==> config.mk <==
export PLATFORM = sky130hd
export DESIGN_NAME = ucb_uart_ctrl
export DESIGN_NICKNAME = d
export VERILOG_FILES = /design/src/logic/ucb_pkg.sv /design/src/logic/ucb_baud_gen.sv /design/src/logic/ucb_frame_eval.sv /design/src/logic/ucb_uart_ctrl.sv
export SDC_FILE = /design/constraint.sdc
export NUM_CORES = 1
export LEC_CHECK = 0
export ABC_AREA = 1
export BUFFER_PORTS_ARGS = -buffer_cell sky130_fd_sc_hd__buf_2
export CORE_ASPECT_RATIO = 0.7
export CORE_MARGIN = 2
export CORE_UTILIZATION = 43
export CTS_CLUSTER_DIAMETER = 30
export CTS_CLUSTER_SIZE = 30
export DETAILED_ROUTE_END_ITERATION = 6
export GPL_TIMING_DRIVEN = 0
export PLACE_DENSITY_LB_ADDON = 0.1
export SYNTH_ARGS = -nofsm -noshare
export SYNTH_HDL_FRONTEND = slang
export SYNTH_HIERARCHICAL = 1
export SYNTH_SLANG_ARGS = --single-unit
==> constraint.sdc <==
create_clock -name SYS_CLK_IN -period 2.49 [get_ports SYS_CLK_IN]
set_input_delay 0.249 -clock SYS_CLK_IN [delete_from_list [all_inputs] [get_ports SYS_CLK_IN]]
set_output_delay 0.249 -clock SYS_CLK_IN [all_outputs]
set_load 0.02 [all_outputs]
==> src/logic/ucb_pkg.sv <==
package ucb_pkg;

    // ------------------------------------------------------------------
    // Register map
    // ------------------------------------------------------------------
    localparam logic [15:0] ADDR_MODE = 16'hff70;
    localparam logic [15:0] ADDR_STATUS = 16'hff71;
    localparam logic [15:0] ADDR_BAUD = 16'hff73;
    localparam logic [7:0] MODE_RESET = 8'h00;
    localparam logic [7:0] STATUS_RESET = 8'h00;
    localparam logic [7:0] BAUD_RESET = 8'h00;
    localparam logic [7:0] READ_UNMAPPED = 8'h00;

    // ------------------------------------------------------------------
    // Field positions
    // ------------------------------------------------------------------
    localparam int MODE_TX_ENABLE = 7;
    localparam int MODE_RX_ENABLE = 6;
    localparam int MODE_PARITY_HI = 5;
    localparam int MODE_PARITY_LO = 4;
    localparam int MODE_CHAR_LEN = 3;
    localparam int MODE_STOP_BITS = 2;
    localparam int MODE_ERR_IRQ_MASK = 1;
    localparam int MODE_CLK_SRC = 0;
    localparam int STAT_PARITY_ERR = 2;
    localparam int STAT_FRAMING_ERR = 1;
    localparam int STAT_DATA_LOST = 0;
    localparam int BAUD_PRE_HI = 7;
    localparam int BAUD_PRE_LO = 4;
    localparam int BAUD_DIV_HI = 3;
    localparam int BAUD_DIV_LO = 0;

    // ------------------------------------------------------------------
    // Parity modes and baud counts
    // ------------------------------------------------------------------
    localparam logic [1:0] PAR_NONE = 2'h0;
    localparam logic [1:0] PAR_ZERO = 2'h1;
    localparam logic [1:0] PAR_ODD = 2'h2;
    localparam logic [1:0] PAR_EVEN = 2'h3;
    localparam logic [3:0] PRE_CODE_LONG = 4'h0;
    localparam logic [3:0] PRE_EXP_LONG = 4'hb;
    localparam logic [3:0] PRE_CODE_FIRST = 4'h5;
    localparam logic [3:0] PRE_CODE_LAST = 4'he;
    localparam logic [3:0] PRE_CODE_OFFSET = 4'h4;
    localparam logic [3:0] PRE_EXP_NONE = 4'h0;
    localparam logic [5:0] DIV_BASE = 6'h10;
    localparam logic [3:0] DIV_CODE_UNDEF = 4'hf;

    function automatic logic [3:0] prescale_exp(input logic [3:0] code);
        if (code == PRE_CODE_LONG) begin
            return PRE_EXP_LONG;
        end else if (code >= PRE_CODE_FIRST && code <= PRE_CODE_LAST) begin
            return code - PRE_CODE_OFFSET;
        end
        return PRE_EXP_NONE;
    endfunction : prescale_exp

endpackage : ucb_pkg

==> src/logic/ucb_baud_gen.sv <==
module ucb_baud_gen (
    input wire logic clk,
    input wire logic rst_n,
    input wire logic restart,
    input wire logic osc_full_rate,
    input wire logic src_internal,
    input wire logic ext_clk_pin,
    input wire logic [3:0] prescale_sel,
    input wire logic [3:0] baud_divisor_sel,
    output logic tick_q
);

    logic half_q;
    logic ext_prev_q;
    logic [10:0] pre_cnt_q;
    logic [5:0] div_cnt_q;
    logic [3:0] pre_exp;
    logic [10:0] pre_mask;
    logic fxx_en;
    logic pre_tick;
    logic ext_rise;
    logic src_tick;
    logic div_ok;
    logic [5:0] limit;
    logic div_wrap;

    // Halved oscillator unless full rate is selected
    assign fxx_en = osc_full_rate | half_q;
    assign pre_exp = ucb_pkg::prescale_exp(prescale_sel);
    assign pre_mask = 11'((12'h1 << pre_exp) - 12'h1);
    // Prohibited codes give no source clock at all
    assign pre_tick = fxx_en && (pre_exp != ucb_pkg::PRE_EXP_NONE)
                      && ((pre_cnt_q & pre_mask) == pre_mask);
    assign ext_rise = ext_clk_pin & ~ext_prev_q;
    assign src_tick = src_internal ? pre_tick : ext_rise;
    assign div_ok = baud_divisor_sel != ucb_pkg::DIV_CODE_UNDEF;
    // Pin clock carries an extra divide by two
    assign limit = src_internal
                   ? ucb_pkg::DIV_BASE + 6'(baud_divisor_sel)
                   : 6'((ucb_pkg::DIV_BASE + 6'(baud_divisor_sel)) << 1);
    assign div_wrap = div_cnt_q == limit - 6'h1;

    always_ff @(posedge clk or negedge rst_n) begin
        if (!rst_n) begin
            half_q <= 1'b0;
            ext_prev_q <= 1'b0;
            pre_cnt_q <= 11'h000;
            div_cnt_q <= 6'h00;
            tick_q <= 1'b0;
        end else begin
            half_q <= ~half_q;
            ext_prev_q <= ext_clk_pin;
            tick_q <= src_tick && div_ok && div_wrap && !restart;
            if (restart) begin
                pre_cnt_q <= 11'h000;
                div_cnt_q <= 6'h00;
            end else begin
                if (fxx_en) begin
                    pre_cnt_q <= pre_cnt_q + 11'h001;
                end
                if (src_tick) begin
                    div_cnt_q <= div_wrap ? 6'h00 : div_cnt_q + 6'h01;
                end
            end
        end
    end

endmodule : ucb_baud_gen

==> src/logic/ucb_frame_eval.sv <==
module ucb_frame_eval (
    input wire logic [1:0] parity_mode,
    input wire logic char8,
    input wire logic [7:0] rx_data,
    input wire logic rx_parity_bit,
    input wire logic rx_stop_bit,
    input wire logic [7:0] tx_data,
    output logic [7:0] rx_data_masked,
    output logic [7:0] tx_data_masked,
    output logic parity_err,
    output logic framing_err,
    output logic tx_parity_bit
);

    logic rx_ones_odd;

    // Seven-bit characters drop bit 7 on both directions
    assign rx_data_masked = {rx_data[7] & char8, rx_data[6:0]};
    assign tx_data_masked = {tx_data[7] & char8, tx_data[6:0]};
    assign rx_ones_odd = ^{rx_data_masked, rx_parity_bit};
    assign parity_err = (parity_mode == ucb_pkg::PAR_EVEN && rx_ones_odd)
                        || (parity_mode == ucb_pkg::PAR_ODD && !rx_ones_odd);
    // Only the first stop bit is looked at
    assign framing_err = !rx_stop_bit;
    assign tx_parity_bit = (parity_mode == ucb_pkg::PAR_EVEN)
                           ? ^tx_data_masked
                           : (parity_mode == ucb_pkg::PAR_ODD)
                           ? ~^tx_data_masked
                           : 1'b0;

endmodule : ucb_frame_eval

==> src/logic/ucb_uart_ctrl.sv <==
// Contract
// - Mode register resets zero, bit or byte writable
// - Transmit enable bit gates the transmitter
// - Receive enable bit gates the receiver
// - Parity field selects none, odd, even
// - Zero parity sent, receive check skipped
// - Character length bit picks seven or eight
// - Stop length bit picks one or two
// - Receiver checks only the first stop bit
// - Error mask withholds completion event on error
// - Clock source bit picks pin or generator
// - Generator source releases external clock pin
// - Status register reads zero above bit two
// - Parity mismatch sets status bit two
// - Missing stop bit sets status bit one
// - Unread buffer at completion sets bit zero
// - Overrun repeats until receive buffer is read
// - Baud register resets zero, byte writes only
// - Prescaler code divides main clock by power
// - Oscillator halving select picks main clock
// - Divider code divides by k plus sixteen
// - Baud rate formula for both clock sources
// - Seven-bit mode ignores or clears bit seven
module ucb_uart_ctrl (
    // Clock and reset
    input wire logic SYS_CLK_IN,
    input wire logic RST_B_IN,
    // Register access
    input wire logic [15:0] ADDR_IN,
    input wire logic WR_STB_IN,
    input wire logic [7:0] WR_BITMASK_IN,
    input wire logic [7:0] WDATA_IN,
    input wire logic RD_STB_IN,
    output logic [7:0] RDATA_OUT,
    // Clock sources
    input wire logic OSC_HALVING_SEL_IN,
    input wire logic EXT_BAUD_CLK_PIN_IN,
    output logic EXT_BAUD_CLK_PIN_RELEASE_OUT,
    output logic BAUD_TICK_OUT,
    // Receive datapath
    input wire logic RX_FRAME_DONE_IN,
    input wire logic [7:0] RX_DATA_IN,
    input wire logic RX_PARITY_BIT_IN,
    input wire logic RX_STOP_BIT_IN,
    input wire logic RX_BUFFER_READ_IN,
    output logic RX_ENABLE_OUT,
    output logic [7:0] RX_BUFFER_REG_OUT,
    output logic RX_COMPLETE_OUT,
    // Transmit datapath
    input wire logic [7:0] TX_DATA_IN,
    output logic TX_ENABLE_OUT,
    output logic [7:0] TX_DATA_OUT,
    output logic TX_PARITY_EN_OUT,
    output logic TX_PARITY_BIT_OUT,
    output logic TX_TWO_STOP_OUT,
    output logic CHAR_8BIT_OUT
);

    // ------------------------------------------------------------------
    // Registers and wires
    // ------------------------------------------------------------------
    logic [7:0] mode_q;
    logic [7:0] mode_d;
    logic [7:0] baud_q;
    logic [2:0] status_q;
    logic [2:0] status_d;
    logic rx_unread_q;
    logic [7:0] rdata_d;
    logic tick_w;
    logic sel_mode;
    logic sel_status;
    logic sel_baud;
    logic wr_mode;
    logic wr_baud;
    logic tx_enable;
    logic rx_enable;
    logic [1:0] parity_mode;
    logic char_len_sel;
    logic stop_bits_sel;
    logic rx_err_irq_mask;
    logic clk_src_internal;
    logic rx_done;
    logic any_err;
    logic parity_err;
    logic framing_err;
    logic data_lost;
    logic [7:0] rx_data_masked;
    logic [7:0] tx_data_masked;
    logic tx_parity_bit;
    logic complete_d;

    // ------------------------------------------------------------------
    // Address decode
    // ------------------------------------------------------------------
    assign sel_mode = ADDR_IN == ucb_pkg::ADDR_MODE;
    assign sel_status = ADDR_IN == ucb_pkg::ADDR_STATUS;
    assign sel_baud = ADDR_IN == ucb_pkg::ADDR_BAUD;
    assign wr_mode = WR_STB_IN && sel_mode;
    assign wr_baud = WR_STB_IN && sel_baud;

    // ------------------------------------------------------------------
    // Mode fields
    // ------------------------------------------------------------------
    assign tx_enable = mode_q[ucb_pkg::MODE_TX_ENABLE];
    assign rx_enable = mode_q[ucb_pkg::MODE_RX_ENABLE];
    assign parity_mode = {mode_q[ucb_pkg::MODE_PARITY_HI],
                          mode_q[ucb_pkg::MODE_PARITY_LO]};
    assign char_len_sel = mode_q[ucb_pkg::MODE_CHAR_LEN];
    assign stop_bits_sel = mode_q[ucb_pkg::MODE_STOP_BITS];
    assign rx_err_irq_mask = mode_q[ucb_pkg::MODE_ERR_IRQ_MASK];
    assign clk_src_internal = mode_q[ucb_pkg::MODE_CLK_SRC];

    // Bit-enable write lets single-bit set/clear leave neighbours alone
    assign mode_d = (mode_q & ~WR_BITMASK_IN)
                    | (WDATA_IN & WR_BITMASK_IN);

    // ------------------------------------------------------------------
    // Register file
    // ------------------------------------------------------------------
    always_ff @(posedge SYS_CLK_IN or negedge RST_B_IN) begin
        if (!RST_B_IN) begin
            mode_q <= ucb_pkg::MODE_RESET;
            baud_q <= ucb_pkg::BAUD_RESET;
        end else begin
            if (wr_mode) begin
                mode_q <= mode_d;
            end
            // Byte-wide only; mask is ignored here
            if (wr_baud) begin
                baud_q <= WDATA_IN;
            end
        end
    end

    // ------------------------------------------------------------------
    // Baud generation
    // ------------------------------------------------------------------
    // A baud write restarts the counters; a write mid-frame still
    // corrupts that frame, so software must avoid it.
    ucb_baud_gen u_baud (
        .clk(SYS_CLK_IN),
        .rst_n(RST_B_IN),
        .restart(wr_baud),
        .osc_full_rate(OSC_HALVING_SEL_IN),
        .src_internal(clk_src_internal),
        .ext_clk_pin(EXT_BAUD_CLK_PIN_IN),
        .prescale_sel(baud_q[ucb_pkg::BAUD_PRE_HI:ucb_pkg::BAUD_PRE_LO]),
        .baud_divisor_sel(baud_q[ucb_pkg::BAUD_DIV_HI:ucb_pkg::BAUD_DIV_LO]),
        .tick_q(tick_w)
    );

    // ------------------------------------------------------------------
    // Frame evaluation
    // ------------------------------------------------------------------
    ucb_frame_eval u_eval (
        .parity_mode(parity_mode),
        .char8(char_len_sel),
        .rx_data(RX_DATA_IN),
        .rx_parity_bit(RX_PARITY_BIT_IN),
        .rx_stop_bit(RX_STOP_BIT_IN),
        .tx_data(TX_DATA_IN),
        .rx_data_masked(rx_data_masked),
        .tx_data_masked(tx_data_masked),
        .parity_err(parity_err),
        .framing_err(framing_err),
        .tx_parity_bit(tx_parity_bit)
    );

    // ------------------------------------------------------------------
    // Receive status
    // ------------------------------------------------------------------
    // Frames finishing while the receiver is stopped are dropped
    assign rx_done = RX_FRAME_DONE_IN && rx_enable;
    // Overrun keeps firing while the old byte stays unread
    assign data_lost = rx_unread_q && !RX_BUFFER_READ_IN;
    assign status_d = {parity_err, framing_err, data_lost};
    assign any_err = parity_err || framing_err || data_lost;
    assign complete_d = rx_done
                        && !(any_err && rx_err_irq_mask);

    always_ff @(posedge SYS_CLK_IN or negedge RST_B_IN) begin
        if (!RST_B_IN) begin
            status_q <= ucb_pkg::STATUS_RESET[2:0];
            rx_unread_q <= 1'b0;
            RX_BUFFER_REG_OUT <= 8'h00;
            RX_COMPLETE_OUT <= 1'b0;
        end else begin
            RX_COMPLETE_OUT <= complete_d;
            if (rx_done) begin
                status_q <= status_d;
                RX_BUFFER_REG_OUT <= rx_data_masked;
                rx_unread_q <= 1'b1;
            end else if (RX_BUFFER_READ_IN) begin
                rx_unread_q <= 1'b0;
            end
        end
    end

    // ------------------------------------------------------------------
    // Read path
    // ------------------------------------------------------------------
    assign rdata_d = !RD_STB_IN ? RDATA_OUT
                   : sel_mode ? mode_q
                   : sel_status ? {5'h00, status_q}
                   : sel_baud ? baud_q
                   : ucb_pkg::READ_UNMAPPED;

    always_ff @(posedge SYS_CLK_IN or negedge RST_B_IN) begin
        if (!RST_B_IN) begin
            RDATA_OUT <= 8'h00;
        end else begin
            RDATA_OUT <= rdata_d;
        end
    end

    // ------------------------------------------------------------------
    // Datapath controls
    // ------------------------------------------------------------------
    always_ff @(posedge SYS_CLK_IN or negedge RST_B_IN) begin
        if (!RST_B_IN) begin
            TX_ENABLE_OUT <= 1'b0;
            RX_ENABLE_OUT <= 1'b0;
            TX_DATA_OUT <= 8'h00;
            TX_PARITY_EN_OUT <= 1'b0;
            TX_PARITY_BIT_OUT <= 1'b0;
            TX_TWO_STOP_OUT <= 1'b0;
            CHAR_8BIT_OUT <= 1'b0;
            BAUD_TICK_OUT <= 1'b0;
            EXT_BAUD_CLK_PIN_RELEASE_OUT <= 1'b0;
        end else begin
            TX_ENABLE_OUT <= tx_enable;
            RX_ENABLE_OUT <= rx_enable;
            TX_DATA_OUT <= tx_data_masked;
            TX_PARITY_EN_OUT <= parity_mode != ucb_pkg::PAR_NONE;
            TX_PARITY_BIT_OUT <= tx_parity_bit;
            TX_TWO_STOP_OUT <= stop_bits_sel;
            CHAR_8BIT_OUT <= char_len_sel;
            // No ticks while both directions are stopped
            BAUD_TICK_OUT <= tick_w && (tx_enable || rx_enable);
            EXT_BAUD_CLK_PIN_RELEASE_OUT <= clk_src_internal;
        end
    end

endmodule : ucb_uart_ctrl

==> results of run 1 <==
[metal layers]
| metal | wire length (um) | global-route usage (%) | vias to the layer above |
|---|---|---|---|
| met5 | 0 | 0 | - |
| met2 | 4600 | 30.2 | 87 |
| met4 | 109 | 6.64 | 0 |
| met3 | 581 | 5.02 | 9 |
| met1 | 5550 | 30.3 | 1805 |
| li1 | - | - | 2016 |
[cell families (layout without fill, tap and decap cells)]
group                    after synthesis  after routing  synth area share, %
flip-flops                            73             73                 41.9
XOR/XNOR                              21             21                 4.22
multiplexers                           1              1                0.230
AO/OA/AOI/OAI                         37             37                 4.65
AND/OR/NAND/NOR                      331            331                 37.0
buffers and inverters                 91            215                 9.96
adder cells (fa/ha/maj)                7              7                 2.01
[cell usage after synthesis, types with 2 or more instances]
master and number:
nand2_1 175, dfrtp_1 73, nand3_1 60, inv_1 57, nor2_1 34, buf_4 15, nand4_1 13, nand2_2 11
o21ai_1 11, xor2_1 11, nor3_1 10, o21ai_0 10, xnor2_1 10, a21oi_1 9, inv_2 8, ha_1 7
nand2_4 4, nor2_4 4, clkbuf_1 3, clkinv_1 3, nand3_2 3, nand3b_1 3, nor2_8 3, o21a_1 3
buf_6 2, nand3_4 2, nand4_2 2, o31ai_1 2
[how the worst max path moves through the flow]
stage	from	to	slack, ps	cells past startpoint
2_1_floorplan	baud_q[6]$_DFFE_PN0P_	u_baud/div_cnt_q[3]$_DFFE_PN0P_	10	20
3_3_place_gp	baud_q[6]$_DFFE_PN0P_	u_baud/div_cnt_q[2]$_DFFE_PN0P_	-370	20
3_5_place_dp	baud_q[6]$_DFFE_PN0P_	u_baud/div_cnt_q[1]$_DFFE_PN0P_	-380	20
4_1_cts	baud_q[6]$_DFFE_PN0P_	u_baud/div_cnt_q[4]$_DFFE_PN0P_	-190	20
5_1_grt	baud_q[6]$_DFFE_PN0P_	u_baud/div_cnt_q[4]$_DFFE_PN0P_	-370	20
6_report	baud_q[7]$_DFFE_PN0P_	u_baud/div_cnt_q[5]$_DFFE_PN0P_	-230	19
[final cells by class]
| class | instances | area (sq um) |
|---|---|---|
| Inverter | 69 | 263 |
| Clock buffer | 12 | 256 |
| Multi-Input combinational cell | 397 | 2200 |
| Timing Repair Buffer | 108 | 626 |
| Clock inverter | 4 | 51.3 |
| Tap cell | 128 | 160 |
| Fill cell | 915 | 4200 |
| Buffer | 22 | 174 |
| Sequential cell | 73 | 1830 |
[stage by stage]
stage | cell area, sq um | total power (W) | setup TNS (ps) | setup WS [ps] | instances
final | 5560 | 0.00332 | -1510 | -232 | 813
after global routing | 5560 | 0.00350 | -2560 | -375 | 813
after CTS | 5530 | 0.00335 | -1280 | -193 | 811
after detailed placement | 5000 | 0.00199 | -2500 | -380 | 779
after global placement | 4970 | 0.00197 | -2460 | -369 | 778
after floorplan | 4360 | 0.00180 | 0 | 12.8 | 561
[power breakdown]
part           switching, W  internal [W]  total, W  leakage (nW)
clock network      0.000497      0.000830   0.00133         0.149
logic              0.000340      0.000247  0.000587          1.94
registers          0.000110       0.00129   0.00140         0.966
total              0.000947       0.00237   0.00332          3.05
[worst max-delay path, cell delays in order, from the launching register on]
cell	delay [ps]
dfrtp_1	380
buf_4	140
ha_1	190
nand3_2	100
nand2_4	100
nor3_2	150
nand3_1	110
ha_1	300
o21ai_1	50
nor2_1	100
nand2_1	50
inv_1	40
nand2_1	40
nor2_1	110
nand3_1	110
nor2_2	160
nand4_4	200
nand2_4	180
nand3_1	90
nand2_1	60
[what timing repair did]
item | 4_1_cts | 5_1_grt
hold buffers | 1 | 0
gates resized for setup | 23 | 2
setup buffers | 16 | 2
endpoints found under the hold margin | 26 | 0
setup endpoints to repair | 7 | 7
pin swaps | 17 | 4
==> summary.md, run 1 <==
| Metric | Value |
|---|---|
| Min Tclk post-route | `2720 ps` |
| Gp weighted congestion | `0.847` |
| CTS root buffer | `clkbuf_16` |
| DR vias/cell | `4.82` |
| Util after Layout | `57.0%` |
| DRC marker count from the first detailed-route iteration | `222` |
| CP Capture Type | `flip-flop` |
| Arrival time at the worst endpoint | `3000 ps` |
| Hold path start | `EXT_BAUD_CLK_PIN_IN` |
| Total clock buffers created by CTS | `9` |
| TritonCTS clock tree | `built` |
| Max Fclk | `367 MHz` |
| Worst setup slack for register-to-register paths | `-230 ps` |
| Failing checks | `negative setup slack` |
| Cell accounting for the most synthesized area | `dfrtp_1` |
| Worst min path class | `in -> reg` |
| Proportion of synthesized chip area in sequential cells | `41.9%` |
| Setup Skew | `between 5 and 6 ps` |
| Drt first pass iters | `5` |
| Endpoint of the most critical register-to-register path | `u_baud/div_cnt_q[5]$_DFFE_PN0P_` |
| Average wire per standard cell | `13.3 um` |
| Starting Density | `44.7%` |
| Number of cells on the worst hold path | `1` |
| Final hold slack | `45.5 ps` |
| Flip-flop and latch count after synthesis | `73` |
| Share of cells above drive strength 1 | `29.3%` |
| Std-Cell Core Area | `9760 sq um` |
| Y dimension of the die | `88.2 um` |
| Number of flops mapped to enable cells by yosys | `0` |
| Maxcap violations | `0` |
| Hold-critical path endpoint | `u_baud/ext_prev_q$_DFF_PN0_` |
| GRT Residual Overflow | `0` |
| Boundary pin count | `91` |
| Die outline width | `124 um` |
| Warning count from the yosys run | `6` |
| Setup repair after global routing missed its margin | `true` |
| Area enclosed by the die boundary | `11000 sq um` |
| Count of final max-slew check failures | `0` |
| Latest clock arrival within the worst-skew pair | `340 ps` |
| Maximum ir drop on the vdd rail | `0.314 mV` |
| Clock slew at reported path FFs | `60 ps` |
| Synthesized area | `4360 sq um` |
| Largest net degree at the start of global routing | `48` |
| Most common cell after layout, fill and taps aside | `nand2_1` |
| Power Dens Cells | `597 nW/um^2` |
| Sink count of the clock tree | `73` |
| Cell variety after synth | `between 40 and 50` |
| Proportion of synthesized flip-flops having asynchronous set or reset | `100%` |
| Hpwl dp | `8100 um` |
| Least setup slack across all paths after layout | `-232 ps` |
| Maximum root-to-sink buffer count | `2` |
| Startpoint type of the worst setup path | `flip-flop` |
| Number of antenna repair diodes | `0` |
| Final-report setup violation count | `7` |
| Top library cells by usage in the layout, fill and taps aside | `nand2_1, buf_2, dfrtp_1` |
| Fraction of synthesized cell area taken by the top area cell type | `between 40% and 50%` |
| Antenna violations before repair | `0` |
| Maximum fanout along the worst path | `8` |
| Row count | `30` |
| Vias in the first global route | `approximately 3600` |
| Worst endpoint required time | `about 2800 ps` |
| Number of port buffers | `89` |
| Total routing resource utilization after global routing | `slightly above 20%` |
| Depth of the worst register-to-register path | `19` |
| Main area contributors after synthesis | `dfrtp_1, nand2_1, nand3_1` |
| Slew @ Worst Pin | `527 ps` |
| FF-to-FF Start | `baud_q[7]$_DFFE_PN0P_` |
| Final cycle utilization of the critical path | `109%` |
| Drc violations | `0` |
| # nets final | `745` |
| Mean cell area of the mapped netlist | `7.77 sq um` |
| Status | `complete, but fails checks` |
| Ys flop type | `dfrtp_1` |
| Syn Inst Count | `561` |
| Post-Synthesis Net Count | `626` |
| Number of nets with antenna violations after routing | `0` |
| Critical setup path kind | `reg -> reg` |
| # H-tree levels | `3` |
| LEAKAGE | `3.05 nW` |
| Final hold vios | `0` |
| Worst max-slew margin expressed relative to the limit | `64.9%` |
| Wire length of the first global-routing pass | `17900 um` |
| Syn-to-layout area delta | `27.5%` |
| Overall via count from detail_route | `a little under 4000` |
| Sum of routed wire length over all layers | `10800 um` |
Power figures use the tool's default switching activity.
==> run 2: changes to the inputs <==
==> constraint.sdc (replaced) <==
create_clock -name SYS_CLK_IN -period 2.49 [get_ports SYS_CLK_IN]
set_input_delay 0.498 -clock SYS_CLK_IN [delete_from_list [all_inputs] [get_ports SYS_CLK_IN]]
set_output_delay 0.498 -clock SYS_CLK_IN [all_outputs]
set_load 0.02 [all_outputs]
==> summary.md, run 2 (synthesized netlist as in run 1, its figures left out) <==
| Metric | Value |
|---|---|
| Most common cell after layout, fill and taps aside | `nand2_1` |
| Maximum root-to-sink buffer count | `2` |
| DRC marker count from the first detailed-route iteration | `between 200 and 250` |
| Final-report setup violation count | `7` |
| Setup Skew | `approximately 5.5 ps` |
| Vias in the first global route | `3644` |
| Drt first pass iters | `5` |
| Worst min path class | `in -> async` |
| Arrival time at the worst endpoint | `between 2000 and 3000 ps` |
| # H-tree levels | `3` |
| GRT Residual Overflow | `0` |
| CTS root buffer | `clkbuf_16` |
| Syn-to-layout area delta | `27.3%` |
| Non-Filler Cell Area, Final | `5550 sq um` |
| CP Capture Type | `flip-flop` |
| # nets final | `744` |
| Setup repair after global routing missed its margin | `true` |
| Average wire per standard cell | `13.4 um` |
| Overall via count from detail_route | `about 4000` |
| Critical Path, Cell by Cell | `buf_4 -> ha_1 -> nand3_2 -> nand2_4 -> nor3_2 -> nand3_1 -> ha_1 -> o21ai_1 -> nor2_1 -> nand2_1 -> inv_1 -> nand2_1 -> nor2_1 -> nand3_1 -> nor2_2 -> nand4_4 -> nand2_4 -> nand3_1 -> nand2_1` |
| Die outline width | `124 um` |
| Util after Layout | `56.9%` |
| Startpoint type of the worst setup path | `flip-flop` |
| Top library cells by usage in the layout, fill and taps aside | `nand2_1, buf_2, dfrtp_1` |
| Total routing resource utilization after global routing | `20.6%` |
| Clock slew at reported path FFs | `60 ps` |
| Std-Cell Core Area | `approximately 9800 sq um` |
| Maximum cell stage delay along the critical path | `380 ps` |
| Layout filler cell count | `913` |
| CP top delay family | `simple AND/OR/NAND/NOR gates` |
| Hpwl dp | `8100 um` |
| Status | `complete, but fails checks` |
| Final hold vios | `0` |
| Y dimension of the die | `88.2 um` |
| Starting Density | `roughly 45%` |
| Gp weighted congestion | `0.847` |
| Count of final max-slew check failures | `0` |
| Final cycle utilization of the critical path | `109%` |
| DR vias/cell | `4.83` |
| LEAKAGE | `3.05 nW` |
| Least setup slack across all paths after layout | `-224 ps` |
| Buf+Inv Stages, Crit Path | `2` |
| Worst endpoint required time | `roughly 2800 ps` |
| Total clock buffers created by CTS | `9` |
| Min Tclk post-route | `roughly 2700 ps` |
| Boundary pin count | `~90` |
| Drc violations | `0` |
| Sink count of the clock tree | `73` |
| Power Dens Cells | `598 nW/um^2` |
| Row count | `30` |
| Slew @ Worst Pin | `527 ps` |
| Latest clock arrival within the worst-skew pair | `340 ps` |
| Critical setup path kind | `reg -> reg` |
| Wire length of the first global-routing pass | `17900 um` |
| Post-cts hold buffer count | `0` |
| Largest net degree at the start of global routing | `48` |
| Number of antenna repair diodes | `0` |
| Maximum fanout along the worst path | `8` |
| Instance area at placement | `5000 sq um` |
| Area enclosed by the die boundary | `11000 sq um` |
| Max stage delay cell, worst path | `dfrtp_1` |
| Failing checks | `negative setup slack` |
| Max Fclk | `369 MHz` |
| Sum of routed wire length over all layers | `around 11000 um` |
| Number of port buffers | `89` |
| Worst setup slack for register-to-register paths | `-220 ps` |
| Worst max-slew margin expressed relative to the limit | `64.9%` |
| Maximum ir drop on the vdd rail | `0.316 mV` |
| Maxcap violations | `0` |
| Number of nets with antenna violations after routing | `0` |
| Share of cells above drive strength 1 | `29.4%` |
| Antenna violations before repair | `0` |
| TritonCTS clock tree | `built` |
==> run 2: worst register-to-register path, delay by kind of cell, from the launching register on <==
family,cells,cell delay [ps]
adders and majority gates,2,490
and+or+nand+nor,14,1540
DFF,1,380
AOI/OAI and AO/OA,1,50
buffers and inverters,2,180
==> run 2: layout make-up <==
| type | count | area (sq um) | share of cell area, % |
|---|---|---|---|
| buffer | 22 | 174 | 3.13 |
| clock buffer | 12 | 256 | 4.62 |
| clock inverter | 4 | 51.3 | 0.924 |
| timing repair buffer | 107 | 616 | 11.1 |
| tap | 128 | 160 | 2.89 |
| multi-input combinational | 397 | 2200 | 39.6 |
| inverter | 69 | 263 | 4.74 |
| sequential | 73 | 1830 | 33.0 |
==> run 2: worst paths after layout <==
kind	depth (start not counted)	from	to
max in group asynchronous	2	RST_B_IN	status_q[2]$_DFFE_PN0P_
hold reg to reg	1	u_baud/half_q$_DFF_PN0_	u_baud/half_q$_DFF_PN0_
setup / recovery	19	baud_q[7]$_DFFE_PN0P_	u_baud/div_cnt_q[5]$_DFFE_PN0P_
setup reg to reg	19	baud_q[7]$_DFFE_PN0P_	u_baud/div_cnt_q[5]$_DFFE_PN0P_
hold / removal	1	RST_B_IN	RX_BUFFER_REG_OUT[1]$_DFFE_PN0P_
min in group SYS_CLK_IN	1	EXT_BAUD_CLK_PIN_IN	u_baud/ext_prev_q$_DFF_PN0_
==> run 2: stage by stage <==
stage / total power (W) / setup TNS [ps] / hold slack (ps) / setup WS, ps / cells
floorplan: 0.00180 / 0 / 202 / 12.8 / 561
global placement: 0.00197 / -2460 / 409 / -369 / 778
detailed placement: 0.00199 / -2500 / 410 / -380 / 779
CTS: 0.00335 / -1280 / 89.6 / -193 / 810
global route: 0.00350 / -2560 / 105 / -375 / 812
finish: 0.00332 / -1460 / 81.2 / -224 / 812
==> run 2: per-layer routing <==
| metal | wire length [um] | vias to the layer above | track usage (%) |
|---|---|---|---|
| met4 | 109 | 0 | 6.64 |
| met5 | 0 | - | 0 |
| met2 | 4620 | 86 | 30.2 |
| met3 | 547 | 9 | 5.02 |
| li1 | - | 2014 | - |
| met1 | 5580 | 1809 | 30.3 |
==> run 2: power breakdown <==
part           switching, W  leakage [nW]  total, W  internal (W)
logic              0.000339          1.93  0.000585      0.000246
registers          0.000110         0.966   0.00140       0.00129
clock network      0.000498         0.149   0.00133      0.000830
==> run 2: what timing repair did <==
item,4_1_cts,5_1_grt
buffers inserted,16,2
endpoints found under the setup margin,7,7
gates resized for setup,23,2
pin swaps,17,4
endpoints found under the hold margin,0,0
